File: config.mk
export PLATFORM = sky130hd
export DESIGN_NAME = disp_top
export DESIGN_NICKNAME = d
export VERILOG_FILES = /design/src/verilog/disp_pkg.sv /design/src/verilog/disp_top.sv
export SDC_FILE = /design/constraint.sdc
export NUM_CORES = 1
export LEC_CHECK = 0
export BUFFER_PORTS_ARGS = -buffer_cell sky130_fd_sc_hd__buf_4
export CAP_MARGIN = 20
export CORE_MARGIN = 8
export CORE_UTILIZATION = 46
export CTS_CLUSTER_DIAMETER = 150
export CTS_CLUSTER_SIZE = 16
export DETAILED_ROUTE_END_ITERATION = 7
export HOLD_SLACK_MARGIN = 0.15
export PLACE_DENSITY = 0.68
export SYNTH_ARGS = -nofsm -noshare
export SYNTH_HDL_FRONTEND = slang
export SYNTH_HIERARCHICAL = 1
export SYNTH_SLANG_ARGS = --single-unit
File: constraint.sdc
create_clock -name CLK_IN -period 9.9 [get_ports CLK_IN]
set_clock_uncertainty 0.2 [all_clocks]
set_input_delay 1.485 -clock CLK_IN [delete_from_list [all_inputs] [get_ports CLK_IN]]
set_output_delay 1.485 -clock CLK_IN [all_outputs]
set_load 0.05 [all_outputs]
File: src/verilog/disp_pkg.sv
// Shared constants and types for the memory-side integrity and strobe pin logic.
`default_nettype none
package disp_pkg;
    localparam int CLK_PERIOD_PS = 20000;
    localparam int CRC_PULSE_NS = 120;
    localparam int CRC_PULSE_CYC = (CRC_PULSE_NS * 1000 + CLK_PERIOD_PS - 1) / CLK_PERIOD_PS;
    localparam int PAR_RECOV_NS = 2000;
    localparam int PAR_RECOV_CYC = (PAR_RECOV_NS * 1000 + CLK_PERIOD_PS - 1) / CLK_PERIOD_PS;
    localparam int RD_BEAT_NS = 40;
    localparam int RD_BEAT_CYC = (RD_BEAT_NS * 1000 + CLK_PERIOD_PS - 1) / CLK_PERIOD_PS;
    localparam int BURST_BEATS = 8;
    localparam int CHOP_BEATS = 4;
    localparam int SH_MASK_POS = 0;
    localparam int SH_WDBI_POS = 1;
    localparam int SH_RDBI_POS = 2;
    localparam int AUTO_PRECHARGE_BIT_POS = 10;
    localparam int BURST_CHOP_BIT_POS = 12;
    localparam int A14_POS = 14;
    localparam int A15_POS = 15;
    localparam int A16_POS = 16;
    localparam logic [7:0] CRC_POLY = 8'h07;
    localparam logic [7:0] CRC_SEED = 8'h00;
    localparam logic [17:0] ADDR_USED_DEF = 18'h1_FFFF;
    localparam int FIFO_DEPTH_DEF = 8;

    typedef struct packed {
        logic act_n;
        logic [17:0] addr;
        logic [1:0] ba;
        logic [1:0] bg;
        logic par;
    } disp_cmd_s;

    typedef struct packed {
        logic [15:0] data;
        logic [1:0] keep;
    } disp_word_s;

    typedef struct packed {
        logic ck;
        logic cs_n;
        logic cke;
        logic termination_enable_in;
        disp_cmd_s cmd;
        logic [15:0] dq;
        logic [1:0] strb_t;
        logic [1:0] strb_c;
        logic [1:0] mask_n;
        logic connectivity_test_enable;
        logic alert;
    } disp_pin_s;

    typedef enum logic [2:0] {
        AL_IDLE = 3'b001,
        AL_CRC = 3'b010,
        AL_PAR = 3'b100
    } disp_alert_e;
endpackage
`default_nettype wire

File: src/verilog/disp_top.sv
// Integrity checks, strobed data lanes and error flag of the memory device.
`timescale 1ns/1ps
`default_nettype none

////////////////////////////////////////////////////////////////////////////////
module disp_fifo #(
    parameter int W = 18,
    parameter int DEPTH = 8
) (
    input wire logic clk_in,
    input wire logic rst_in,
    input wire logic in_valid_in,
    output logic in_ready_out,
    input wire logic [W-1:0] in_data_in,
    output logic out_valid_out,
    input wire logic out_ready_in,
    output logic [W-1:0] out_data_out
);
    localparam int AW = $clog2(DEPTH);
    logic [W-1:0] mem_reg [DEPTH];
    logic [AW:0] wr_ptr_reg;
    logic [AW:0] rd_ptr_reg;
    logic full;
    logic empty;

    assign full = (wr_ptr_reg[AW] != rd_ptr_reg[AW]) && (wr_ptr_reg[AW-1:0] == rd_ptr_reg[AW-1:0]);
    assign empty = wr_ptr_reg == rd_ptr_reg;
    assign in_ready_out = !full;
    assign out_valid_out = !empty;
    assign out_data_out = mem_reg[rd_ptr_reg[AW-1:0]];

    always_ff @(posedge clk_in) begin
        if (in_valid_in && !full) begin
            mem_reg[wr_ptr_reg[AW-1:0]] <= in_data_in;
        end
    end

    always_ff @(posedge clk_in or posedge rst_in) begin
        if (rst_in) begin
            wr_ptr_reg <= '0;
            rd_ptr_reg <= '0;
        end else begin
            if (in_valid_in && !full) begin
                wr_ptr_reg <= wr_ptr_reg + 1'b1;
            end
            if (out_ready_in && !empty) begin
                rd_ptr_reg <= rd_ptr_reg + 1'b1;
            end
        end
    end
endmodule // disp_fifo

////////////////////////////////////////////////////////////////////////////////
module disp_top #(
    parameter int LANES = 2,
    parameter logic [17:0] ADDR_USED = disp_pkg::ADDR_USED_DEF,
    parameter int FIFO_DEPTH = disp_pkg::FIFO_DEPTH_DEF
) (
    input wire logic CLK_IN,
    input wire logic RST_IN,
    input wire logic CK_IN,
    input wire logic CS_N_IN,
    input wire logic CKE_IN,
    input wire logic TERMINATION_ENABLE_IN,
    input wire logic ROW_OPEN_CMD_N_IN,
    input wire logic [17:0] ADDR_IN,
    input wire logic [1:0] BANK_IN,
    input wire logic [1:0] GROUP_IN,
    input wire logic CMD_ADDR_PARITY_IN,
    input wire logic [15:0] DQ_IN,
    output logic [15:0] DQ_OUT,
    output logic [15:0] DQ_OE_OUT,
    input wire logic [1:0] BYTE_STROBE_T_IN,
    input wire logic [1:0] BYTE_STROBE_C_IN,
    output logic [1:0] BYTE_STROBE_T_OUT,
    output logic [1:0] BYTE_STROBE_C_OUT,
    output logic [1:0] BYTE_STROBE_OE_OUT,
    input wire logic [1:0] WRITE_BYTE_MASK_N_IN,
    output logic [1:0] BUS_INVERT_FLAG_N_OUT,
    output logic [1:0] BUS_INVERT_OE_OUT,
    output logic STROBE_TERM_OUT,
    output logic TERMINATION_STROBE_PAIR_TERM_OUT,
    input wire logic ALERT_IN,
    output logic ALERT_OUT,
    output logic ALERT_OE_OUT,
    output logic ALERT_TEST_OUT,
    input wire logic CONNECTIVITY_TEST_ENABLE_IN,
    output logic TEST_MODE_OUT,
    input wire logic MODE_REG_FIVE_PARITY_EN_IN,
    input wire logic [2:0] MODE_REG_FIVE_SHARED_PIN_IN,
    input wire logic MODE_CRC_EN_IN,
    input wire logic MODE_REG_FOUR_VREF_MON_IN,
    input wire logic MODE_REG_ONE_TERM_STROBE_IN,
    output logic VREF_MON_OUT,
    output logic PARITY_ERR_OUT,
    output logic CRC_ERR_OUT,
    output logic WR_VALID_OUT,
    output logic [15:0] WR_DATA_OUT,
    output logic [1:0] WR_KEEP_OUT,
    input wire logic WR_READY_IN,
    output logic WR_SPACE_OUT,
    input wire logic RD_VALID_IN,
    input wire logic [15:0] RD_DATA_IN,
    output logic RD_READY_OUT
);

    function automatic logic [7:0] crc8_step(input logic [7:0] crc, input logic [7:0] d);
        logic [7:0] c;
        c = crc;
        for (int i = 7; i >= 0; i--) begin
            c = c[7] ^ d[i] ? {c[6:0], 1'b0} ^ disp_pkg::CRC_POLY : {c[6:0], 1'b0};
        end
        return c;
    endfunction

    // Read inversion pays off when a byte has more zeros than ones.
    function automatic logic more_zeros(input logic [7:0] d);
        int ones;
        ones = 0;
        for (int i = 0; i < 8; i++) begin
            ones += int'(d[i]);
        end
        return ones < 4;
    endfunction

    ////////////////////////////////////////////////////////////////////////////
    // Every pin passes two flip-flops; only the second stage is ever read.
    disp_pkg::disp_pin_s pin_raw;
    disp_pkg::disp_pin_s meta_reg;
    disp_pkg::disp_pin_s pin_reg;

    assign pin_raw = '{ck: CK_IN, cs_n: CS_N_IN, cke: CKE_IN, termination_enable_in: TERMINATION_ENABLE_IN,
        cmd: '{act_n: ROW_OPEN_CMD_N_IN, addr: ADDR_IN, ba: BANK_IN, bg: GROUP_IN,
        par: CMD_ADDR_PARITY_IN}, dq: DQ_IN, strb_t: BYTE_STROBE_T_IN,
        strb_c: BYTE_STROBE_C_IN, mask_n: WRITE_BYTE_MASK_N_IN,
        connectivity_test_enable: CONNECTIVITY_TEST_ENABLE_IN, alert: ALERT_IN};

    always_ff @(posedge CLK_IN or posedge RST_IN) begin
        if (RST_IN) begin
            meta_reg <= '0;
            pin_reg <= '0;
        end else begin
            meta_reg <= pin_raw;
            pin_reg <= meta_reg;
        end
    end

    logic test_mode;
    assign test_mode = pin_reg.connectivity_test_enable;
    assign TEST_MODE_OUT = test_mode;

    ////////////////////////////////////////////////////////////////////////////
    // Command capture on rising edges of the command clock.
    logic ck_prev_reg;
    logic ck_rise;
    logic cmd_take;
    logic par_bad;
    logic par_check;
    logic is_write;
    logic par_err_reg;
    disp_pkg::disp_alert_e alert_state_reg;

    always_ff @(posedge CLK_IN or posedge RST_IN) begin
        if (RST_IN) begin
            ck_prev_reg <= 1'b0;
        end else begin
            ck_prev_reg <= pin_reg.ck;
        end
    end

    assign ck_rise = pin_reg.ck && !ck_prev_reg;
    assign cmd_take = ck_rise && !pin_reg.cs_n && !test_mode;
    // Chip select, clock enable and termination enable are left out here.
    assign par_bad = ^{pin_reg.cmd.act_n, pin_reg.cmd.addr & ADDR_USED,
        pin_reg.cmd.ba, pin_reg.cmd.bg, pin_reg.cmd.par};
    assign par_check = cmd_take && MODE_REG_FIVE_PARITY_EN_IN;
    assign is_write = cmd_take && pin_reg.cmd.act_n && pin_reg.cmd.addr[disp_pkg::A16_POS]
        && !pin_reg.cmd.addr[disp_pkg::A15_POS] && !pin_reg.cmd.addr[disp_pkg::A14_POS]
        && !(par_check && par_bad);

    ////////////////////////////////////////////////////////////////////////////
    // Shared pin function selection.
    logic term_strobe;
    logic mask_on;
    logic wdbi_on;
    logic rdbi_on;

    // The termination strobe exists on eight-bit parts only.
    assign term_strobe = MODE_REG_ONE_TERM_STROBE_IN && (LANES == 1);
    assign mask_on = !term_strobe && MODE_REG_FIVE_SHARED_PIN_IN[disp_pkg::SH_MASK_POS];
    assign wdbi_on = !term_strobe && !mask_on
        && MODE_REG_FIVE_SHARED_PIN_IN[disp_pkg::SH_WDBI_POS];
    assign rdbi_on = !term_strobe && MODE_REG_FIVE_SHARED_PIN_IN[disp_pkg::SH_RDBI_POS];

    ////////////////////////////////////////////////////////////////////////////
    // Write lanes: each byte is taken at an edge of its own strobe.
    logic [1:0] strb_prev_reg;
    logic [1:0] lane_edge;
    logic [1:0] lane_seen_reg;
    logic [1:0] lanes_mask;
    logic [15:0] beat_byte_reg;
    logic [1:0] beat_mask_reg;
    logic [15:0] beat_byte;
    logic [1:0] beat_mask;
    logic beat_done;

    assign lanes_mask = (LANES == 2) ? 2'b11 : 2'b01;

    always_comb begin
        for (int b = 0; b < 2; b++) begin
            // A pair whose halves agree is no valid differential level.
            lane_edge[b] = lanes_mask[b] && (pin_reg.strb_t[b] != pin_reg.strb_c[b])
                && (pin_reg.strb_t[b] != strb_prev_reg[b]);
        end
    end

    always_ff @(posedge CLK_IN or posedge RST_IN) begin
        if (RST_IN) begin
            strb_prev_reg <= '0;
        end else begin
            for (int b = 0; b < 2; b++) begin
                if (pin_reg.strb_t[b] != pin_reg.strb_c[b]) begin
                    strb_prev_reg[b] <= pin_reg.strb_t[b];
                end
            end
        end
    end

    always_comb begin
        for (int b = 0; b < 2; b++) begin
            beat_byte[b*8 +: 8] = lane_edge[b] ? pin_reg.dq[b*8 +: 8]
                : beat_byte_reg[b*8 +: 8];
            beat_mask[b] = lane_edge[b] ? pin_reg.mask_n[b] : beat_mask_reg[b];
        end
    end

    assign beat_done = ((lane_seen_reg | lane_edge) == lanes_mask) && (lane_edge != 2'b00);

    always_ff @(posedge CLK_IN or posedge RST_IN) begin
        if (RST_IN) begin
            lane_seen_reg <= '0;
            beat_byte_reg <= '0;
            beat_mask_reg <= '0;
        end else begin
            lane_seen_reg <= beat_done ? 2'b00 : (lane_seen_reg | lane_edge);
            beat_byte_reg <= beat_byte;
            beat_mask_reg <= beat_mask;
        end
    end

    ////////////////////////////////////////////////////////////////////////////
    // Burst tracking with the trailing CRC beat.
    logic [3:0] wr_left_reg;
    logic crc_due_reg;
    logic [15:0] crc_reg;
    logic data_beat;
    logic crc_beat;
    logic crc_err_reg;
    logic crc_mismatch;
    disp_pkg::disp_word_s push_word;

    assign data_beat = beat_done && (wr_left_reg != 4'h0);
    assign crc_beat = beat_done && (wr_left_reg == 4'h0) && crc_due_reg;
    assign crc_mismatch = (beat_byte[7:0] != crc_reg[7:0])
        || ((LANES == 2) && (beat_byte[15:8] != crc_reg[15:8]));

    always_comb begin
        for (int b = 0; b < 2; b++) begin
            push_word.data[b*8 +: 8] = (wdbi_on && !beat_mask[b]) ? ~beat_byte[b*8 +: 8]
                : beat_byte[b*8 +: 8];
            push_word.keep[b] = lanes_mask[b] && !(mask_on && !beat_mask[b]);
        end
    end

    always_ff @(posedge CLK_IN or posedge RST_IN) begin
        if (RST_IN) begin
            wr_left_reg <= 4'h0;
            crc_due_reg <= 1'b0;
            crc_reg <= {2{disp_pkg::CRC_SEED}};
        end else if (is_write) begin
            wr_left_reg <= pin_reg.cmd.addr[disp_pkg::BURST_CHOP_BIT_POS] ? 4'(disp_pkg::BURST_BEATS)
                : 4'(disp_pkg::CHOP_BEATS);
            crc_due_reg <= MODE_CRC_EN_IN;
            crc_reg <= {2{disp_pkg::CRC_SEED}};
        end else if (data_beat) begin
            wr_left_reg <= wr_left_reg - 4'h1;
            // The check covers the bytes as they stood on the pins.
            crc_reg <= {crc8_step(crc_reg[15:8], beat_byte[15:8]),
                crc8_step(crc_reg[7:0], beat_byte[7:0])};
        end else if (crc_beat) begin
            crc_due_reg <= 1'b0;
        end
    end

    always_ff @(posedge CLK_IN or posedge RST_IN) begin
        if (RST_IN) begin
            crc_err_reg <= 1'b0;
            par_err_reg <= 1'b0;
        end else begin
            crc_err_reg <= crc_beat && crc_mismatch;
            par_err_reg <= par_check && par_bad && (alert_state_reg != disp_pkg::AL_PAR);
        end
    end

    assign CRC_ERR_OUT = crc_err_reg;
    assign PARITY_ERR_OUT = par_err_reg;

    // Words arriving while the buffer is full are lost; the space flag warns the source.
    disp_fifo #(
        .W($bits(disp_pkg::disp_word_s)),
        .DEPTH(FIFO_DEPTH)
    ) u_fifo (
        .clk_in(CLK_IN),
        .rst_in(RST_IN),
        .in_valid_in(data_beat),
        .in_ready_out(WR_SPACE_OUT),
        .in_data_in(push_word),
        .out_valid_out(WR_VALID_OUT),
        .out_ready_in(WR_READY_IN),
        .out_data_out({WR_DATA_OUT, WR_KEEP_OUT})
    );

    ////////////////////////////////////////////////////////////////////////////
    // Error flag: open drain, so the pin is only ever pulled low.
    logic [7:0] alert_cnt_reg;

    always_ff @(posedge CLK_IN or posedge RST_IN) begin
        if (RST_IN) begin
            alert_state_reg <= disp_pkg::AL_IDLE;
            alert_cnt_reg <= 8'h00;
        end else begin
            case (alert_state_reg)
                disp_pkg::AL_IDLE: begin
                    if (par_err_reg) begin
                        alert_state_reg <= disp_pkg::AL_PAR;
                        alert_cnt_reg <= 8'(disp_pkg::PAR_RECOV_CYC - 1);
                    end else if (crc_err_reg) begin
                        alert_state_reg <= disp_pkg::AL_CRC;
                        alert_cnt_reg <= 8'(disp_pkg::CRC_PULSE_CYC - 1);
                    end
                end
                disp_pkg::AL_CRC: begin
                    if (par_err_reg) begin
                        alert_state_reg <= disp_pkg::AL_PAR;
                        alert_cnt_reg <= 8'(disp_pkg::PAR_RECOV_CYC - 1);
                    end else if (alert_cnt_reg == 8'h00) begin
                        alert_state_reg <= disp_pkg::AL_IDLE;
                    end else begin
                        alert_cnt_reg <= alert_cnt_reg - 8'h01;
                    end
                end
                disp_pkg::AL_PAR: begin
                    if (alert_cnt_reg == 8'h00) begin
                        alert_state_reg <= disp_pkg::AL_IDLE;
                    end else begin
                        alert_cnt_reg <= alert_cnt_reg - 8'h01;
                    end
                end
                default: begin
                    alert_state_reg <= disp_pkg::AL_IDLE;
                end
            endcase
        end
    end

    assign ALERT_OUT = 1'b0;
    assign ALERT_OE_OUT = (alert_state_reg != disp_pkg::AL_IDLE) && !test_mode;
    assign ALERT_TEST_OUT = pin_reg.alert;

    ////////////////////////////////////////////////////////////////////////////
    // Read beats: data, flags and strobe change together, edge aligned.
    logic [7:0] rd_cnt_reg;
    logic rd_start;
    logic [15:0] dq_out_reg;
    logic [1:0] flag_n_reg;
    logic strb_t_reg;
    logic [15:0] dq_oe;

    assign RD_READY_OUT = (rd_cnt_reg == 8'h00) && !test_mode;
    assign rd_start = RD_VALID_IN && RD_READY_OUT;

    always_ff @(posedge CLK_IN or posedge RST_IN) begin
        if (RST_IN) begin
            rd_cnt_reg <= 8'h00;
            dq_out_reg <= '0;
            flag_n_reg <= 2'b11;
            strb_t_reg <= 1'b0;
        end else if (rd_start) begin
            rd_cnt_reg <= 8'(disp_pkg::RD_BEAT_CYC);
            strb_t_reg <= !strb_t_reg;
            for (int b = 0; b < 2; b++) begin
                flag_n_reg[b] <= !(rdbi_on && more_zeros(RD_DATA_IN[b*8 +: 8]));
                dq_out_reg[b*8 +: 8] <= (rdbi_on && more_zeros(RD_DATA_IN[b*8 +: 8]))
                    ? ~RD_DATA_IN[b*8 +: 8] : RD_DATA_IN[b*8 +: 8];
            end
        end else if (rd_cnt_reg != 8'h00) begin
            rd_cnt_reg <= rd_cnt_reg - 8'h01;
        end
    end

    // The monitored reference level owns the low data lines meanwhile.
    assign VREF_MON_OUT = MODE_REG_FOUR_VREF_MON_IN && !test_mode;
    assign dq_oe = (rd_cnt_reg != 8'h00) ? {{8{lanes_mask[1]}}, 8'hFF} : 16'h0000;
    assign DQ_OE_OUT = VREF_MON_OUT ? (dq_oe & 16'hFFF0) : dq_oe;
    assign DQ_OUT = dq_out_reg;
    assign BYTE_STROBE_T_OUT = {2{strb_t_reg}};
    assign BYTE_STROBE_C_OUT = {2{!strb_t_reg}};
    assign BYTE_STROBE_OE_OUT = (rd_cnt_reg != 8'h00) ? lanes_mask : 2'b00;
    assign BUS_INVERT_FLAG_N_OUT = flag_n_reg;
    assign BUS_INVERT_OE_OUT = (rd_cnt_reg != 8'h00 && rdbi_on) ? lanes_mask : 2'b00;
    assign STROBE_TERM_OUT = pin_reg.termination_enable_in && (rd_cnt_reg == 8'h00);
    assign TERMINATION_STROBE_PAIR_TERM_OUT = STROBE_TERM_OUT && term_strobe;
endmodule // disp_top
`default_nettype wire

# Word level (Yosys, flattened, before mapping)
# Memory sizes are Yosys's and may differ from the RTL's.
# Index checks and enable logic that the tools add are counted.
# totals
reg_bits	192
mem_bits_rw	144
inputBits	79
output_inout_bits	72
wordCells	238
n_memories	1
# classes
n_addsub	19
order_cmp	2
n_eq_ne	17
muxes	51
bitwise	37
n_reduce_logical	64
# mem_list
name	depth	word_bits	rd	rd_clocked_by_memory_dff	wr	line_no	rtl
u_fifo.mem_reg	8	18	1	0	1	disp_top.sv:20	logic [W-1:0] mem_reg [DEPTH];
# op_table
op	n
two-way mux 8 bit	12
two-way mux 3 bit	20
two-way mux 16 bit	3
NOT 3 bit	16
logical AND 1 bit	34
NOT 8 bit	4
case mux 8 bit (3 select lines)	1
XOR reduction 24 bit	1
adder 7 x 1 -> 8 bit	2
zero test 1 bit	16
zero test 8 bit	2
< comparator 8 x 3 -> 1 bit (second input constant)	2
two-way mux 4 bit	4
inequality test 8 bit	2
subtractor 8 x 1 -> 8 bit (second input constant)	2
bitwise XOR 1 bit	16
adder 6 x 1 -> 7 bit	2
adder 5 x 1 -> 6 bit	2
adder 4 x 1 -> 5 bit	2
case mux 3 bit (3 select lines)	1
adder 3 x 1 -> 4 bit	2
adder 4 x 1 -> 4 bit (second input constant)	2
nonzero test 2 bit	4
nonzero test 8 bit	1
21 further kinds	37

# Longest topological paths before layout
# logic_depth
depth_word	21
ltp_mapped	14
ltp_nobuf	10

# Modules after synthesis
# The synthesis kept the hierarchy.
# modules_own_cells
module	instances	cells_each	area_per_inst_um2	seq_area_each_um2
disp_top	1	762	8525.7	4608.2
disp_fifo	1	270	6039.5	4524.3

# Least setup slack after synthesis
# Ideal clock, no wire load.
# synth_timing
kind	in2out
start	in MODE_REG_FOUR_VREF_MON_IN
end	out DQ_OE_OUT[1]
arrival_ns	3.046
required_time_ns	8.215
slack_ns	5.169
stages	3
n_path_buf	1
path_cell_list	nor2b_1 nor2_1 buf_4
# synth_between
elab_chain_cells	2
# synth_lines
element	line_no	rtl
start, declared	disp_top.sv:92	input wire logic MODE_REG_FOUR_VREF_MON_IN,
logical AND 1 bit	disp_top.sv:402	assign VREF_MON_OUT = MODE_REG_FOUR_VREF_MON_IN && !test_mode;
two-way mux 4 bit	disp_top.sv:404	assign DQ_OE_OUT = VREF_MON_OUT ? (dq_oe & 16'hFFF0) : dq_oe;
end, declared	disp_top.sv:72	output logic [15:0] DQ_OE_OUT,
# Every way passes these cells.

# Final worst setup path
# layout_timing
start	reg pin_reg[5] in the netlist's numbering
end	mem u_fifo.mem_reg[6][4] (enable)
# layout_between
elab_chain_cells	9
elab_cells_between_ends	10
classes_between	eq/ne (2); mux (2); bitwise (1); reduce/logical (5)
# layout_lines
element	line_no	rtl
start, declared	disp_top.sv:130	disp_pkg::disp_pin_s pin_reg;
start signal, assigned	disp_top.sv:144	pin_reg <= meta_reg;
inequality test 1 bit *	disp_top.sv:212	lane_edge[b] = lanes_mask[b] && (pin_reg.strb_t[b] != pin_reg.strb_c[b])
logical AND 1 bit *	disp_top.sv:213	&& (pin_reg.strb_t[b] != strb_prev_reg[b]);
bitwise OR 2 bit	disp_top.sv:237	assign beat_done = ((lane_seen_reg | lane_edge) == lanes_mask) && (lane_edge != 2'b00);
equality test 2 bit	disp_top.sv:237	
logical AND 1 bit *	disp_top.sv:237	
logical AND 1 bit *	disp_top.sv:262	assign data_beat = beat_done && (wr_left_reg != 4'h0);
logical AND 1 bit *	disp_top.sv:33	if (in_valid_in && !full) begin
two-way mux 1 bit *	disp_top.sv:33	
two-way mux 1 bit (implied by the code) *	disp_top.sv:34	mem_reg[wr_ptr_reg[AW-1:0]] <= in_data_in;
end, declared	disp_top.sv:20	
# Mark *: on every way between the ends. The rest lies on a longest branch, timed or not.

==> impl_results.md <==
- Diodes inserted: 0
- Slew at the pin with the worst max-slew slack: 1.06 ns
- Setup TNS: 0 ns
- Core area: about 31000 µm²
- Ports: 151
- Final Hold Fails: 0
- Post-CTS Setup Inserts: 0
- First DRT Iteration DRCs: about 540
- Status: finished, final reports clean
- Num Clock Sinks: 336
- TritonCTS clock tree: built
- Area grow syn2layout: 14.3%
- WP data required: 9.91 ns
- EDFF count, synth: 144
- DPL Wire Length: 18500 µm
- Largest cells by area after synthesis: dfrtp_1 (32%), edfxtp_1 (30%), mux4_2 (5.3%)
- Final wirelength: 27500 µm
- Initial antenna violation count: 0
- Drt drc: 0
- Routability cong.: 0.774
- Clock latency on the worst-skew pair: 0.53 ns
- Final nets: 1257
- Post-Syn Area: 14600 µm²
- Fmax: 219 MHz
- DR pass1 iterations: 5
- WHS: 0.147 ns
- Reg2Reg Depth: 9
- Synth unique cells: 86
- Die Width: 194 µm
- Slew headroom: 0.293
- Full die area: 37600 µm²
- Fin crit share: 0.460
- Crit-path max cell delay: roughly 0.97 ns
- PortBufs: between 100 and 150
- Detail Route Antenna Nets: 0
- Total of max-cap violations: 0
- Hold buffers post-CTS: 4
- Most common cell on crit path: nand2_1
- Die Height: between 150 and 200 µm
- Via-to-Cell Ratio: between 5 and 6
- Cell with the most instances after synthesis: dfrtp_1
- Yosys warns: 6
- Unrepaired setup endpoints after global routing: false
- Worst Path Arrival: around 4.6 ns
- Worst VDD drop: approximately 240 µV
- Filler cell count in the final layout: 2636
- CP Class: flip-flop to flip-flop
- Async S/R FF share, synth: 0.571
- Synthesized area per cell: 14.1 µm²
- Vias: 8278
- Setup-failing EPs final: 0
- LEAKAGE: 6.57 nW
- Final min period: 4.56 ns
- Gate Count Post-Synth: 1032
- Share of Yosys cell area claimed by the top area cell type: 0.325
- Seq/Total Area, Yosys: 0.627
- Pwr Density: roughly 280 nW/µm²
- CP Max Fanout: 30
- Htree depth: 1
- Post-cts gate resize count: 0
- Critical Path Sink Type: flip-flop
- Main synth FF type: dfrtp_1
- Hold Path Class: flip-flop to flip-flop
- #FFs+latches synth: between 300 and 400
- GRT Overall Usage: 0.145
- Root buf cell: clkbuf_16
- Max FFs per register: 144
- CTS buffer count: 24
- Starting Density: 0.464
- Commonest cells post-synth: dfrtp_1 (189), edfxtp_1 (144), xnor2_1 (68), nand2_1 (58), o21ai_0 (47)
- Critical Path Start Type: flip-flop
- Worst-path clk slew: 0.07 ns
- Number of global-route vias before repair: 8778
- CTS max path bufs: 3
- WL per Instance: 17.4 µm
- Hold depth: 0
- Largest net degree at the start of global routing: 141
- Crit-path cells: and3b_1 -> o21ai_0 -> nand2_1 -> nand2_1 -> inv_2 -> nor2b_1 -> o41ai_1 -> nor2_1 -> buf_4
- Remaining global-route overflow: 0
- # rows: 65
- Cell accounting for the most synthesized area: dfrtp_1
- Slowest CP cell: dfrtp_1
- Layout cell share with drive strength beyond 1: 0.235
- Final Slew Violations: 0
- First-pass GRT wire length: 45400 µm
area by class of cell:
type	instances	area (µm²)	area share
Sequential cell	336	9130	0.549
Multi-Input combinational cell	585	4860	0.292
Timing Repair Buffer	164	1270	0.0762
Clock buffer	44	697	0.0419
Tap cell	402	503	0.0302
Inverter	45	176	0.0106
logic make-up after synthesis:
logic type                 synth area share
xor gates and xnor gates             0.0708
other                              0.000257
DFF                                   0.627
muxes                                0.0824
AOI/OAI and AO/OA                    0.0692
and+or+nand+nor                      0.0847
buffers and inverters                0.0423
adders and majority gates            0.0234
metal layers:
layer,vias to the layer above,GRT usage,wire (µm)
li1,3943,-,-
met1,4106,0.188,11900
met2,192,0.244,13200
met3,37,0.0384,1800
met4,0,0.0294,581
met5,-,0,0
critical path, delay by kind of cell, from the launching register on:
family	cells	cell delay (ns)
and+or+nand+nor	5	1.78
AOI/OAI and AO/OA	2	0.33
buffers and inverters	2	0.93
DFF	1	0.97
cell usage in the layout (no fill, tap or decap), types with 19 or more instances in the layout:
cell type,count
dfrtp_1,188
buf_4,158
edfxtp_1,144
xnor2_1,68
nand2_1,58
o21ai_0,47
inv_1,42
nor2_1,39
xor2_1,37
mux4_2,34
clkbuf_16,25
nor3_1,23
a21oi_1,20
clkbuf_1,19
power breakdown:
group / internal [mW] / switching (mW) / total (mW)
sequential: 1.72 / 0.168 / 1.89
clock: 0.474 / 0.443 / 0.917
combinational: 0.764 / 1.14 / 1.90
stage by stage:
step                      utilization  setup WS (ns)  instances  total power, mW  instance area (µm²)
after global routing            0.530           4.94       1576             4.98                16600
after global placement          0.505           5.36       1526             3.80                15900
after detailed placement        0.506           5.32       1527             3.84                15900
after floorplan                     -           3.22       1033             3.39                14600
final                           0.530           5.34       1576             4.71                16600
after CTS                       0.529           5.33       1575             4.78                16600
final timing paths:
kind	end	slack, ns	start
worst max-delay path	u_fifo/mem_reg[6][4]	5.34	pin_reg[5]
worst min-delay path	pin_reg[36]	0.15	meta_reg[36]
worst max register to register	u_fifo/mem_reg[6][4]	5.34	pin_reg[5]
worst min register to register	pin_reg[36]	0.15	meta_reg[36]
max in group asynchronous	meta_reg[10]	7.42	RST_IN
min in group asynchronous	u_fifo/wr_ptr_reg[2]	0.77	RST_IN
No activity file was read; power rests on OpenSTA's default activity.
